[src/logic/ldcs_pkg.sv]
package ldcs_pkg;

  // ****************************************************************
  // frame and register map
  // ****************************************************************
  localparam int          FRAME_W        = 288;
  localparam logic [1:0]  CFG_OFFSET     = 2'h1;
  localparam logic [1:0]  STATUS_OFFSET  = 2'h2;
  localparam int          CMD_HI         = 287;
  localparam int          CMD_LO         = 276;
  localparam int          CFG_KEEP_W     = 193;
  localparam int          CFG_RSV_W      = 83;
  localparam logic [11:0] CMD_READ_STAT  = 12'h5A3;
  localparam logic [11:0] CMD_READ_CFG   = 12'h5AC;
  localparam logic [11:0] CMD_RESET_VAL  = 12'h000;

  // ****************************************************************
  // configuration fields
  // ****************************************************************
  localparam int POS_RANGE_R   = 192;
  localparam int BLUE_BR_LO    = 184;
  localparam int GREEN_BR_LO   = 176;
  localparam int RED_BR_LO     = 168;
  localparam int BR_W          = 8;
  localparam int TRIM_W        = 7;
  localparam int TRIM_ALL_W    = 168;
  localparam logic [CFG_KEEP_W-1:0] CFG_RESET_VAL = '0;

  // ****************************************************************
  // status fields
  // ****************************************************************
  localparam int OPEN2_LO      = 264;
  localparam int OPEN1_LO      = 240;
  localparam int APS_LO        = 216;
  localparam int POS_THERM     = 215;
  localparam int POS_WARN      = 214;
  localparam int PSR_LO        = 211;
  localparam int POS_REF_SHORT = 210;
  localparam int POS_REF_OPEN  = 209;
  localparam int STR_LO        = 206;
  localparam int SHORT2_LO     = 168;
  localparam int SHORT1_LO     = 144;
  localparam int GRP_W         = 24;
  localparam int CODE_W        = 3;
  localparam int STAT_RSV_HI_W = 14;
  localparam int STAT_RSV_LO_W = 144;
  localparam logic [FRAME_W-1:0] STATUS_RESET_VAL = '0;

  // ****************************************************************
  // frame handling states
  // ****************************************************************
  typedef enum logic [2:0] {
    LDCS_IDLE  = 3'b001,
    LDCS_SHIFT = 3'b010,
    LDCS_APPLY = 3'b100
  } ldcs_state_t;

endpackage

[src/logic/ldcs_bank.sv]
`timescale 1ns/1ps
// configuration and fault status bank behind the serial chain
module ldcs_bank (
  // clock, reset, enable
  input  wire logic                               clk,
  input  wire logic                               rst_n,
  input  wire logic                               ce,
  // serial pins
  input  wire logic                               sclk_pin,
  input  wire logic                               sdi_pin,
  input  wire logic                               latch_pin,
  output logic                                    sdo_pin,
  // fault detectors, {blue, green, red}, bit n is channel n
  input  wire logic [ldcs_pkg::GRP_W-1:0]         open_detect_level_two,
  input  wire logic [ldcs_pkg::GRP_W-1:0]         open_detect_level_one,
  input  wire logic [ldcs_pkg::GRP_W-1:0]         adjacent_pin_short,
  input  wire logic [ldcs_pkg::GRP_W-1:0]         short_detect_level_two,
  input  wire logic [ldcs_pkg::GRP_W-1:0]         short_detect_level_one,
  // single flags and test codes
  input  wire logic                               thermal_error_flag,
  input  wire logic                               overtemp_warning,
  input  wire logic [ldcs_pkg::CODE_W-1:0]        pin_short_test_result,
  input  wire logic                               reference_short_fault,
  input  wire logic                               reference_open_fault,
  input  wire logic [ldcs_pkg::CODE_W-1:0]        open_short_selftest_result,
  // configuration outputs
  output logic                                    red_current_range_sel,
  output logic [ldcs_pkg::BR_W-1:0]               blue_group_brightness,
  output logic [ldcs_pkg::BR_W-1:0]               green_group_brightness,
  output logic [ldcs_pkg::BR_W-1:0]               red_group_brightness,
  output logic [ldcs_pkg::TRIM_ALL_W-1:0]         channel_current_trim,
  // status outputs
  output logic [ldcs_pkg::FRAME_W-1:0]            fault_status_word,
  output logic [1:0]                              loaded_offset
);

  // ****************************************************************
  // declarations
  // ****************************************************************
  localparam int SYNC_W = 5 * ldcs_pkg::GRP_W + 4 + 2 * ldcs_pkg::CODE_W;

  logic [2:0]                          pins_s;
  logic [SYNC_W-1:0]                   det_raw;
  logic [SYNC_W-1:0]                   det_s;
  logic                                sclk_s;
  logic                                sdi_s;
  logic                                latch_s;
  logic                                sclk_prev_r;
  logic                                latch_prev_r;
  logic                                sclk_rise;
  logic                                latch_rise;
  ldcs_pkg::ldcs_state_t               state_r;
  ldcs_pkg::ldcs_state_t               state_nxt;
  logic [ldcs_pkg::FRAME_W-1:0]        frame;
  logic [ldcs_pkg::FRAME_W-1:0]        load_val;
  logic                                load_en;
  logic [11:0]                         frame_cmd;
  logic                                apply_stat;
  logic                                apply_cfg;
  logic                                apply_wr;
  logic [ldcs_pkg::CFG_KEEP_W-1:0]     cfg_r;
  logic [11:0]                         cmd_r;
  logic [ldcs_pkg::FRAME_W-1:0]        status_r;
  logic [ldcs_pkg::FRAME_W-1:0]        status_nxt;
  logic [ldcs_pkg::FRAME_W-1:0]        cfg_view;
  logic [1:0]                          offset_r;

  // ****************************************************************
  // pin synchronisers
  // ****************************************************************
  // serial pins pass two flops before any logic
  ldcs_sync #(
    .W (3)
  ) u_pin_sync (
    .clk   (clk),
    .rst_n (rst_n),
    .ce    (ce),
    .d     ({sclk_pin, sdi_pin, latch_pin}),
    .q     (pins_s)
  );

  assign sclk_s  = pins_s[2];
  assign sdi_s   = pins_s[1];
  assign latch_s = pins_s[0];

  // detector levels come from analog circuits on another timebase
  assign det_raw = {open_detect_level_two,
                    open_detect_level_one,
                    adjacent_pin_short,
                    thermal_error_flag,
                    overtemp_warning,
                    pin_short_test_result,
                    reference_short_fault,
                    reference_open_fault,
                    open_short_selftest_result,
                    short_detect_level_two,
                    short_detect_level_one};

  ldcs_sync #(
    .W (SYNC_W)
  ) u_det_sync (
    .clk   (clk),
    .rst_n (rst_n),
    .ce    (ce),
    .d     (det_raw),
    .q     (det_s)
  );

  // ****************************************************************
  // edge detection on synchronised serial pins
  // ****************************************************************
  // previous levels for rising-edge detection
  always_ff @(posedge clk) begin
    if (!rst_n) begin
      sclk_prev_r  <= 1'b0;
      latch_prev_r <= 1'b0;
    end else if (ce) begin
      sclk_prev_r  <= sclk_s;
      latch_prev_r <= latch_s;
    end
  end

  assign sclk_rise  = ce & sclk_s & ~sclk_prev_r;
  assign latch_rise = ce & latch_s & ~latch_prev_r;

  // ****************************************************************
  // frame state machine
  // ****************************************************************
  // next state: shift until latch, then one apply cycle
  always_comb begin
    state_nxt = state_r;
    case (state_r)
      ldcs_pkg::LDCS_IDLE: begin
        if (latch_rise) begin
          state_nxt = ldcs_pkg::LDCS_APPLY;
        end else if (sclk_rise) begin
          state_nxt = ldcs_pkg::LDCS_SHIFT;
        end
      end
      ldcs_pkg::LDCS_SHIFT: begin
        if (latch_rise) begin
          state_nxt = ldcs_pkg::LDCS_APPLY;
        end
      end
      ldcs_pkg::LDCS_APPLY: begin
        state_nxt = ldcs_pkg::LDCS_IDLE;
      end
      default: begin
        state_nxt = ldcs_pkg::LDCS_IDLE;
      end
    endcase
  end

  // state register
  always_ff @(posedge clk) begin
    if (!rst_n) begin
      state_r <= ldcs_pkg::LDCS_IDLE;
    end else if (ce) begin
      state_r <= state_nxt;
    end
  end

  // ****************************************************************
  // command decode
  // ****************************************************************
  // frames from farther devices pass through: each keeps its last 288 bits
  assign frame_cmd  = frame[ldcs_pkg::CMD_HI:ldcs_pkg::CMD_LO];
  assign apply_stat = ce && (state_r == ldcs_pkg::LDCS_APPLY)
                      && (frame_cmd == ldcs_pkg::CMD_READ_STAT);
  assign apply_cfg  = ce && (state_r == ldcs_pkg::LDCS_APPLY)
                      && (frame_cmd == ldcs_pkg::CMD_READ_CFG);
  assign apply_wr   = ce && (state_r == ldcs_pkg::LDCS_APPLY)
                      && !apply_stat && !apply_cfg;

  // ****************************************************************
  // frame shift register
  // ****************************************************************
  // configuration as read back: command, reserved zeros, kept fields
  assign cfg_view = {cmd_r, {ldcs_pkg::CFG_RSV_W{1'b0}}, cfg_r};

  // a read command loads the chosen word for shifting out
  always_comb begin
    load_en  = apply_stat | apply_cfg;
    load_val = apply_stat ? status_r : cfg_view;
  end

  ldcs_shift #(
    .W (ldcs_pkg::FRAME_W)
  ) u_shift (
    .clk      (clk),
    .rst_n    (rst_n),
    .ce       (ce),
    .shift_en (sclk_rise),
    .sdi_bit  (sdi_s),
    .sdo      (sdo_pin),
    .load_en  (load_en),
    .load_val (load_val),
    .data     (frame)
  );

  // ****************************************************************
  // configuration register
  // ****************************************************************
  // any other command writes the configuration fields
  always_ff @(posedge clk) begin
    if (!rst_n) begin
      cfg_r <= ldcs_pkg::CFG_RESET_VAL;
      cmd_r <= ldcs_pkg::CMD_RESET_VAL;
    end else if (ce && state_r == ldcs_pkg::LDCS_APPLY) begin
      cmd_r <= frame_cmd;
      if (apply_wr) begin
        cfg_r <= frame[ldcs_pkg::CFG_KEEP_W-1:0];
      end
    end
  end

  // field views of the configuration
  assign red_current_range_sel  = cfg_r[ldcs_pkg::POS_RANGE_R];
  assign blue_group_brightness  = cfg_r[ldcs_pkg::BLUE_BR_LO +: ldcs_pkg::BR_W];
  assign green_group_brightness = cfg_r[ldcs_pkg::GREEN_BR_LO +: ldcs_pkg::BR_W];
  assign red_group_brightness   = cfg_r[ldcs_pkg::RED_BR_LO +: ldcs_pkg::BR_W];
  assign channel_current_trim   = cfg_r[ldcs_pkg::TRIM_ALL_W-1:0];

  // ****************************************************************
  // status word
  // ****************************************************************
  // assemble flags at their fixed positions, spare bits zero
  always_comb begin
    status_nxt = ldcs_pkg::STATUS_RESET_VAL;
    status_nxt[ldcs_pkg::OPEN2_LO +: ldcs_pkg::GRP_W]  = det_s[106 +: 24];
    status_nxt[ldcs_pkg::OPEN1_LO +: ldcs_pkg::GRP_W]  = det_s[82 +: 24];
    status_nxt[ldcs_pkg::APS_LO +: ldcs_pkg::GRP_W]    = det_s[58 +: 24];
    status_nxt[ldcs_pkg::POS_THERM]                    = det_s[57];
    status_nxt[ldcs_pkg::POS_WARN]                     = det_s[56];
    status_nxt[ldcs_pkg::PSR_LO +: ldcs_pkg::CODE_W]   = det_s[53 +: 3];
    status_nxt[ldcs_pkg::POS_REF_SHORT]                = det_s[52];
    status_nxt[ldcs_pkg::POS_REF_OPEN]                 = det_s[51];
    status_nxt[ldcs_pkg::STR_LO +: ldcs_pkg::CODE_W]   = det_s[48 +: 3];
    status_nxt[ldcs_pkg::SHORT2_LO +: ldcs_pkg::GRP_W] = det_s[24 +: 24];
    status_nxt[ldcs_pkg::SHORT1_LO +: ldcs_pkg::GRP_W] = det_s[0 +: 24];
  end

  // status follows the detectors, read-only from the serial side
  always_ff @(posedge clk) begin
    if (!rst_n) begin
      status_r <= ldcs_pkg::STATUS_RESET_VAL;
    end else if (ce) begin
      status_r <= status_nxt;
    end
  end

  assign fault_status_word = status_r;

  // ****************************************************************
  // loaded word indicator
  // ****************************************************************
  // shows the offset of the word last placed on the chain
  always_ff @(posedge clk) begin
    if (!rst_n) begin
      offset_r <= 2'h0;
    end else if (apply_stat) begin
      offset_r <= ldcs_pkg::STATUS_OFFSET;
    end else if (apply_cfg) begin
      offset_r <= ldcs_pkg::CFG_OFFSET;
    end
  end

  assign loaded_offset = offset_r;
endmodule // ldcs_bank

[src/logic/ldcs_shift.sv]
`timescale 1ns/1ps
// frame shift register, msb first, with parallel load
module ldcs_shift #(
  parameter int W = 288
) (
  // clock and control
  input  wire logic         clk,
  input  wire logic         rst_n,
  input  wire logic         ce,
  // serial side
  input  wire logic         shift_en,
  input  wire logic         sdi_bit,
  output logic              sdo,
  // parallel side
  input  wire logic         load_en,
  input  wire logic [W-1:0] load_val,
  output logic      [W-1:0] data
);

  // load wins over a shift in the same cycle
  always_ff @(posedge clk) begin
    if (!rst_n) begin
      data <= '0;
    end else if (ce) begin
      if (load_en) begin
        data <= load_val;
      end else if (shift_en) begin
        data <= {data[W-2:0], sdi_bit};
      end
    end
  end

  assign sdo = data[W-1]; // straight from the frame flop

endmodule // ldcs_shift

[src/logic/ldcs_sync.sv]
`timescale 1ns/1ps
// two-flop synchroniser for pin inputs
module ldcs_sync #(
  parameter int W = 1
) (
  // clock and control
  input  wire logic         clk,
  input  wire logic         rst_n,
  input  wire logic         ce,
  // data
  input  wire logic [W-1:0] d,
  output logic      [W-1:0] q
);

  logic [W-1:0] meta_r;

  // first stage feeds only the second
  always_ff @(posedge clk) begin
    if (!rst_n) begin
      meta_r <= '0;
      q      <= '0;
    end else if (ce) begin
      meta_r <= d;
      q      <= meta_r;
    end
  end

endmodule // ldcs_sync

[config.mk]
export PLATFORM = sky130hd
export DESIGN_NAME = ldcs_bank
export DESIGN_NICKNAME = d
export VERILOG_FILES = /design/src/logic/ldcs_pkg.sv /design/src/logic/ldcs_bank.sv /design/src/logic/ldcs_shift.sv /design/src/logic/ldcs_sync.sv
export SDC_FILE = /design/constraint.sdc
export NUM_CORES = 2
export LEC_CHECK = 0
export ABC_CLOCK_PERIOD_IN_PS = 6600
export BUFFER_PORTS_ARGS = -buffer_cell sky130_fd_sc_hd__buf_4
export CAP_MARGIN = 20
export CORE_UTILIZATION = 45
export CTS_CLUSTER_DIAMETER = 60
export DETAILED_ROUTE_END_ITERATION = 6
export HOLD_SLACK_MARGIN = 0.06
export PLACE_DENSITY = 0.66
export RECOVER_POWER = 50
export SLEW_MARGIN = 25
export SYNTH_ARGS = -nofsm -noshare
export SYNTH_HDL_FRONTEND = slang
export SYNTH_HIERARCHICAL = 1
export SYNTH_SLANG_ARGS = --single-unit
[constraint.sdc]
create_clock -name clk -period 6.6 [get_ports clk]
set_clock_uncertainty 0.15 [all_clocks]
set_input_delay 1.65 -clock clk [delete_from_list [all_inputs] [get_ports clk]]
set_output_delay 1.65 -clock clk [all_outputs]
set_load 0.02 [all_outputs]
==> impl_metrics.py <==
metrics = {
    "die": {
        "ios": 620,
        "die_w_um": 297,
        "die_h_um": 297,
        "start_util_pct": 45.7,
        "placementRows": 107,
        "dieArea_um2": 88000,
        "core_um2": 85500,
    },
    "synth": {
        "synth_most_common_cell": "dfxtp_1",
        "synthTopCellsByCount": "896 x dfxtp_1, 881 x nand2_1, 879 x mux2i_1",
        "syn_avg_cell_area_um2": 9.57,
        "seq_area_frac_synth_pct": 45.9,
        "syn-cell-area_um2": 39100,
        "post-synth-top-area-cell": "dfxtp_1",
        "synth_area_leaders": "dfxtp_1 46%, mux2i_1 23%, nand2_1 8.5%, nor2b_1 6.4%, o22ai_1 4.6%",
        "synth-seq-cells": 896,
        "synth_flop_cell": "dfxtp_1",
        "synth_async_sr_flop_share_pct": 0,
        "yosys_warnings": 6,
        "synth_top_cell_area_share_pct": 45.9,
        "synth_edf_count": 0,
        "synth_cells": 4084,
        "synth.distinct_cells": 36,
    },
    "cells_and_area": {
        "fillers": 8100,
        "register_area_um2": 17900,
        "multiInputGateArea_um2": 18900,
        "nets": 4501,
        "area_growth_pct": 13.3,
        "drive_gt1_share_pct": 8.81,
    },
    "place": {
        "globalplace.congestion": 0.763,
        "hpwlAfterDp_mm": 53.9,
        "pre_cts_slack_ps": 1170,
        "port_buffers": 461,
    },
    "timing": {
        "worstMarginPinSlew_ps": 3650,
        "tns_ps": 0,
        "finalCriticalPeriod_ps": 5170,
        "timing.slew.headroom_pct": -144,
        "slew_violations": 586,
        "rsz0062_at_grt": "false",
        "fin_crit_sh_pct": 78.3,
        "finalHoldViolCount": 0,
        "clock.fmax_mhz": 193,
        "setup_viol": 0,
        "setup_ws_ps": 1430,
    },
    "clocking": {
        "cts_htree_levels": 3,
        "cts_buffer_depth": 3,
        "clk_pin_slew_ps": 60,
        "clk_latency_ps": 670,
        "cts_buffers": 100,
        "cts_hold_buf": 0,
        "postCtsSetupBuffers": 0,
        "post_cts_resized": 0,
        "cts_sinks": 896,
        "root_buffer": "clkbuf_16",
        "tritoncts": "yes",
    },
    "global_route": {
        "grt_pass1_wl_mm": 142,
        "grt_overflow": 0,
        "antenna_found_initial": 3,
        "grt_pass1_vias": 25800,
        "grt_max_degree": 254,
        "gr-usage-all-layers_pct": 19.4,
    },
    "run": {
        "cap_violations": 4,
    },
    "setup_path": {
        "worstSetupStartpointType": "input port",
        "cp.arrival_ps": 5410,
        "crit_type": "input port to register",
        "cp.required_ps": 6840,
        "critPathMaxFanout": 76,
        "cp-end-kind": "register",
    },
    "route": {
        "drc": 0,
        "num_vias": 27500,
        "finalWirelength_mm": 89.3,
        "vias_per_cell": 4.91,
        "ant_nets": 0,
        "drt-pass1-iter-count": 6,
        "wire_per_inst_um": 16.0,
        "first_iter_violations": 1490,
    },
    "power": {
        "peakVddDrop_mv": 0.216,
        "leakagePower_nw": 16.1,
        "powerDensity_nw_per_um2": 264,
    },
    "outcome": {
        "status": "finished with violations",
        "violations": "max-capacitance violations, max-slew violations",
    },
    "min_path": {
        "min-delay-path-class": "register to register",
    },
}
==> cells by family after synthesis <==
logic type / after synthesis / share of synthesized area, %
AOI/OAI and AO/OA: 310 / 5.03
buffers and inverters: 482 / 7.48
muxes: 879 / 22.5
DFF: 896 / 45.9
other: 1 / 0.00959
and+or+nand+nor: 1516 / 19.1
==> placed cells by master (no fill, tap or decap), types with 2 or more instances in the layout <==
cell and n:
o22ai_1 289, a21oi_1 2, clkinv_16 4, clkbuf_8 24, clkbuf_16 100, bufinv_16 3
clkbuf_1 352, nand2_1 881, buf_16 2, and2_4 60, mux2i_1 879, nand2b_1 2
clkinvlp_4 6, buf_8 2, dfxtp_1 896, and2_1 155, clkinv_2 18, nor3_1 2
buf_4 143, buf_12 10, conb_1 171, nand4bb_1 2, a21boi_0 12, nor2_1 3
clkbuf_2 3, buf_6 2, nor2b_1 401, inv_16 3, clkinv_4 4
==> critical path: stages <==
cell,delay (ps)
buf_8,420
nand4bb_1,160
clkbuf_1,390
nor2_1,370
clkbuf_2,1920
mux2i_1,240
==> worst paths after layout <==
path / startpoint / endpoint / slack (ps) / cells past startpoint
max: ce / cfg_r[86] / 1430 / 6
max reg2reg: state_r[0] / u_shift/data[81] / 2510 / 7
min: u_shift/data[85] / cfg_r[85] / 300 / 2
min reg2reg: u_shift/data[85] / cfg_r[85] / 300 / 2
==> routing by layer <==
metal	GRT usage (%)	vias to the layer above	wire (um)	part of all wire (%)
li1	-	13900	-	-
met1	25.6	12900	41200	46
met2	31.1	523	41200	46
met3	4.44	134	4540	5.1
met4	6.32	2	2360	2.6
met5	0	-	13	0.015
==> through the flow <==
step / power [mW] / hold WS, ps / std cells / cell area, um^2 / utilization (%)
floorplan: 6.17 / 294 / 4254 / 39700 / -
global placement: 6.23 / 303 / 5404 / 42100 / 49.2
detailed placement: 6.23 / 309 / 5404 / 42100 / 49.2
CTS: 11.8 / 297 / 5592 / 45500 / 53.2
global route: 12.1 / 312 / 5596 / 44300 / 51.8
finish: 11.7 / 299 / 5596 / 44300 / 51.8
==> cell type report <==
cell class,instances,share of cell area [%]
Inverter,1,0.00848
Tap cell,1144,3.23
Antenna cell,1,0.00565
Timing Repair Buffer,490,5.93
Sequential cell,896,40.5
Multi-Input combinational cell,2876,42.7
Clock inverter,40,1.04
Clock buffer,148,6.60
==> report_power, final <==
| part | switching (mW) | leakage, nW | internal, mW | total [mW] |
|---|---|---|---|---|
| Sequential | 0.0510 | 7.25 | 5.50 | 5.55 |
| Combinational | 0.332 | 7.19 | 0.227 | 0.559 |
| Clock | 2.33 | 1.65 | 3.23 | 5.56 |
| Total | 2.72 | 16.1 | 8.96 | 11.7 |
==> state kept, by name, indices dropped and copies added (netlist names) <==
register and cells:
sclk_prev_r 1, latch_prev_r 1, u_det_sync/q 130, u_pin_sync/q 3
cmd_r 12, u_shift/data 288, fault_status_word 130, u_det_sync/meta_r 130
state_r 3, u_pin_sync/meta_r 3, cfg_r 193, loaded_offset 2
No activity file was read; power rests on OpenSTA's default activity.
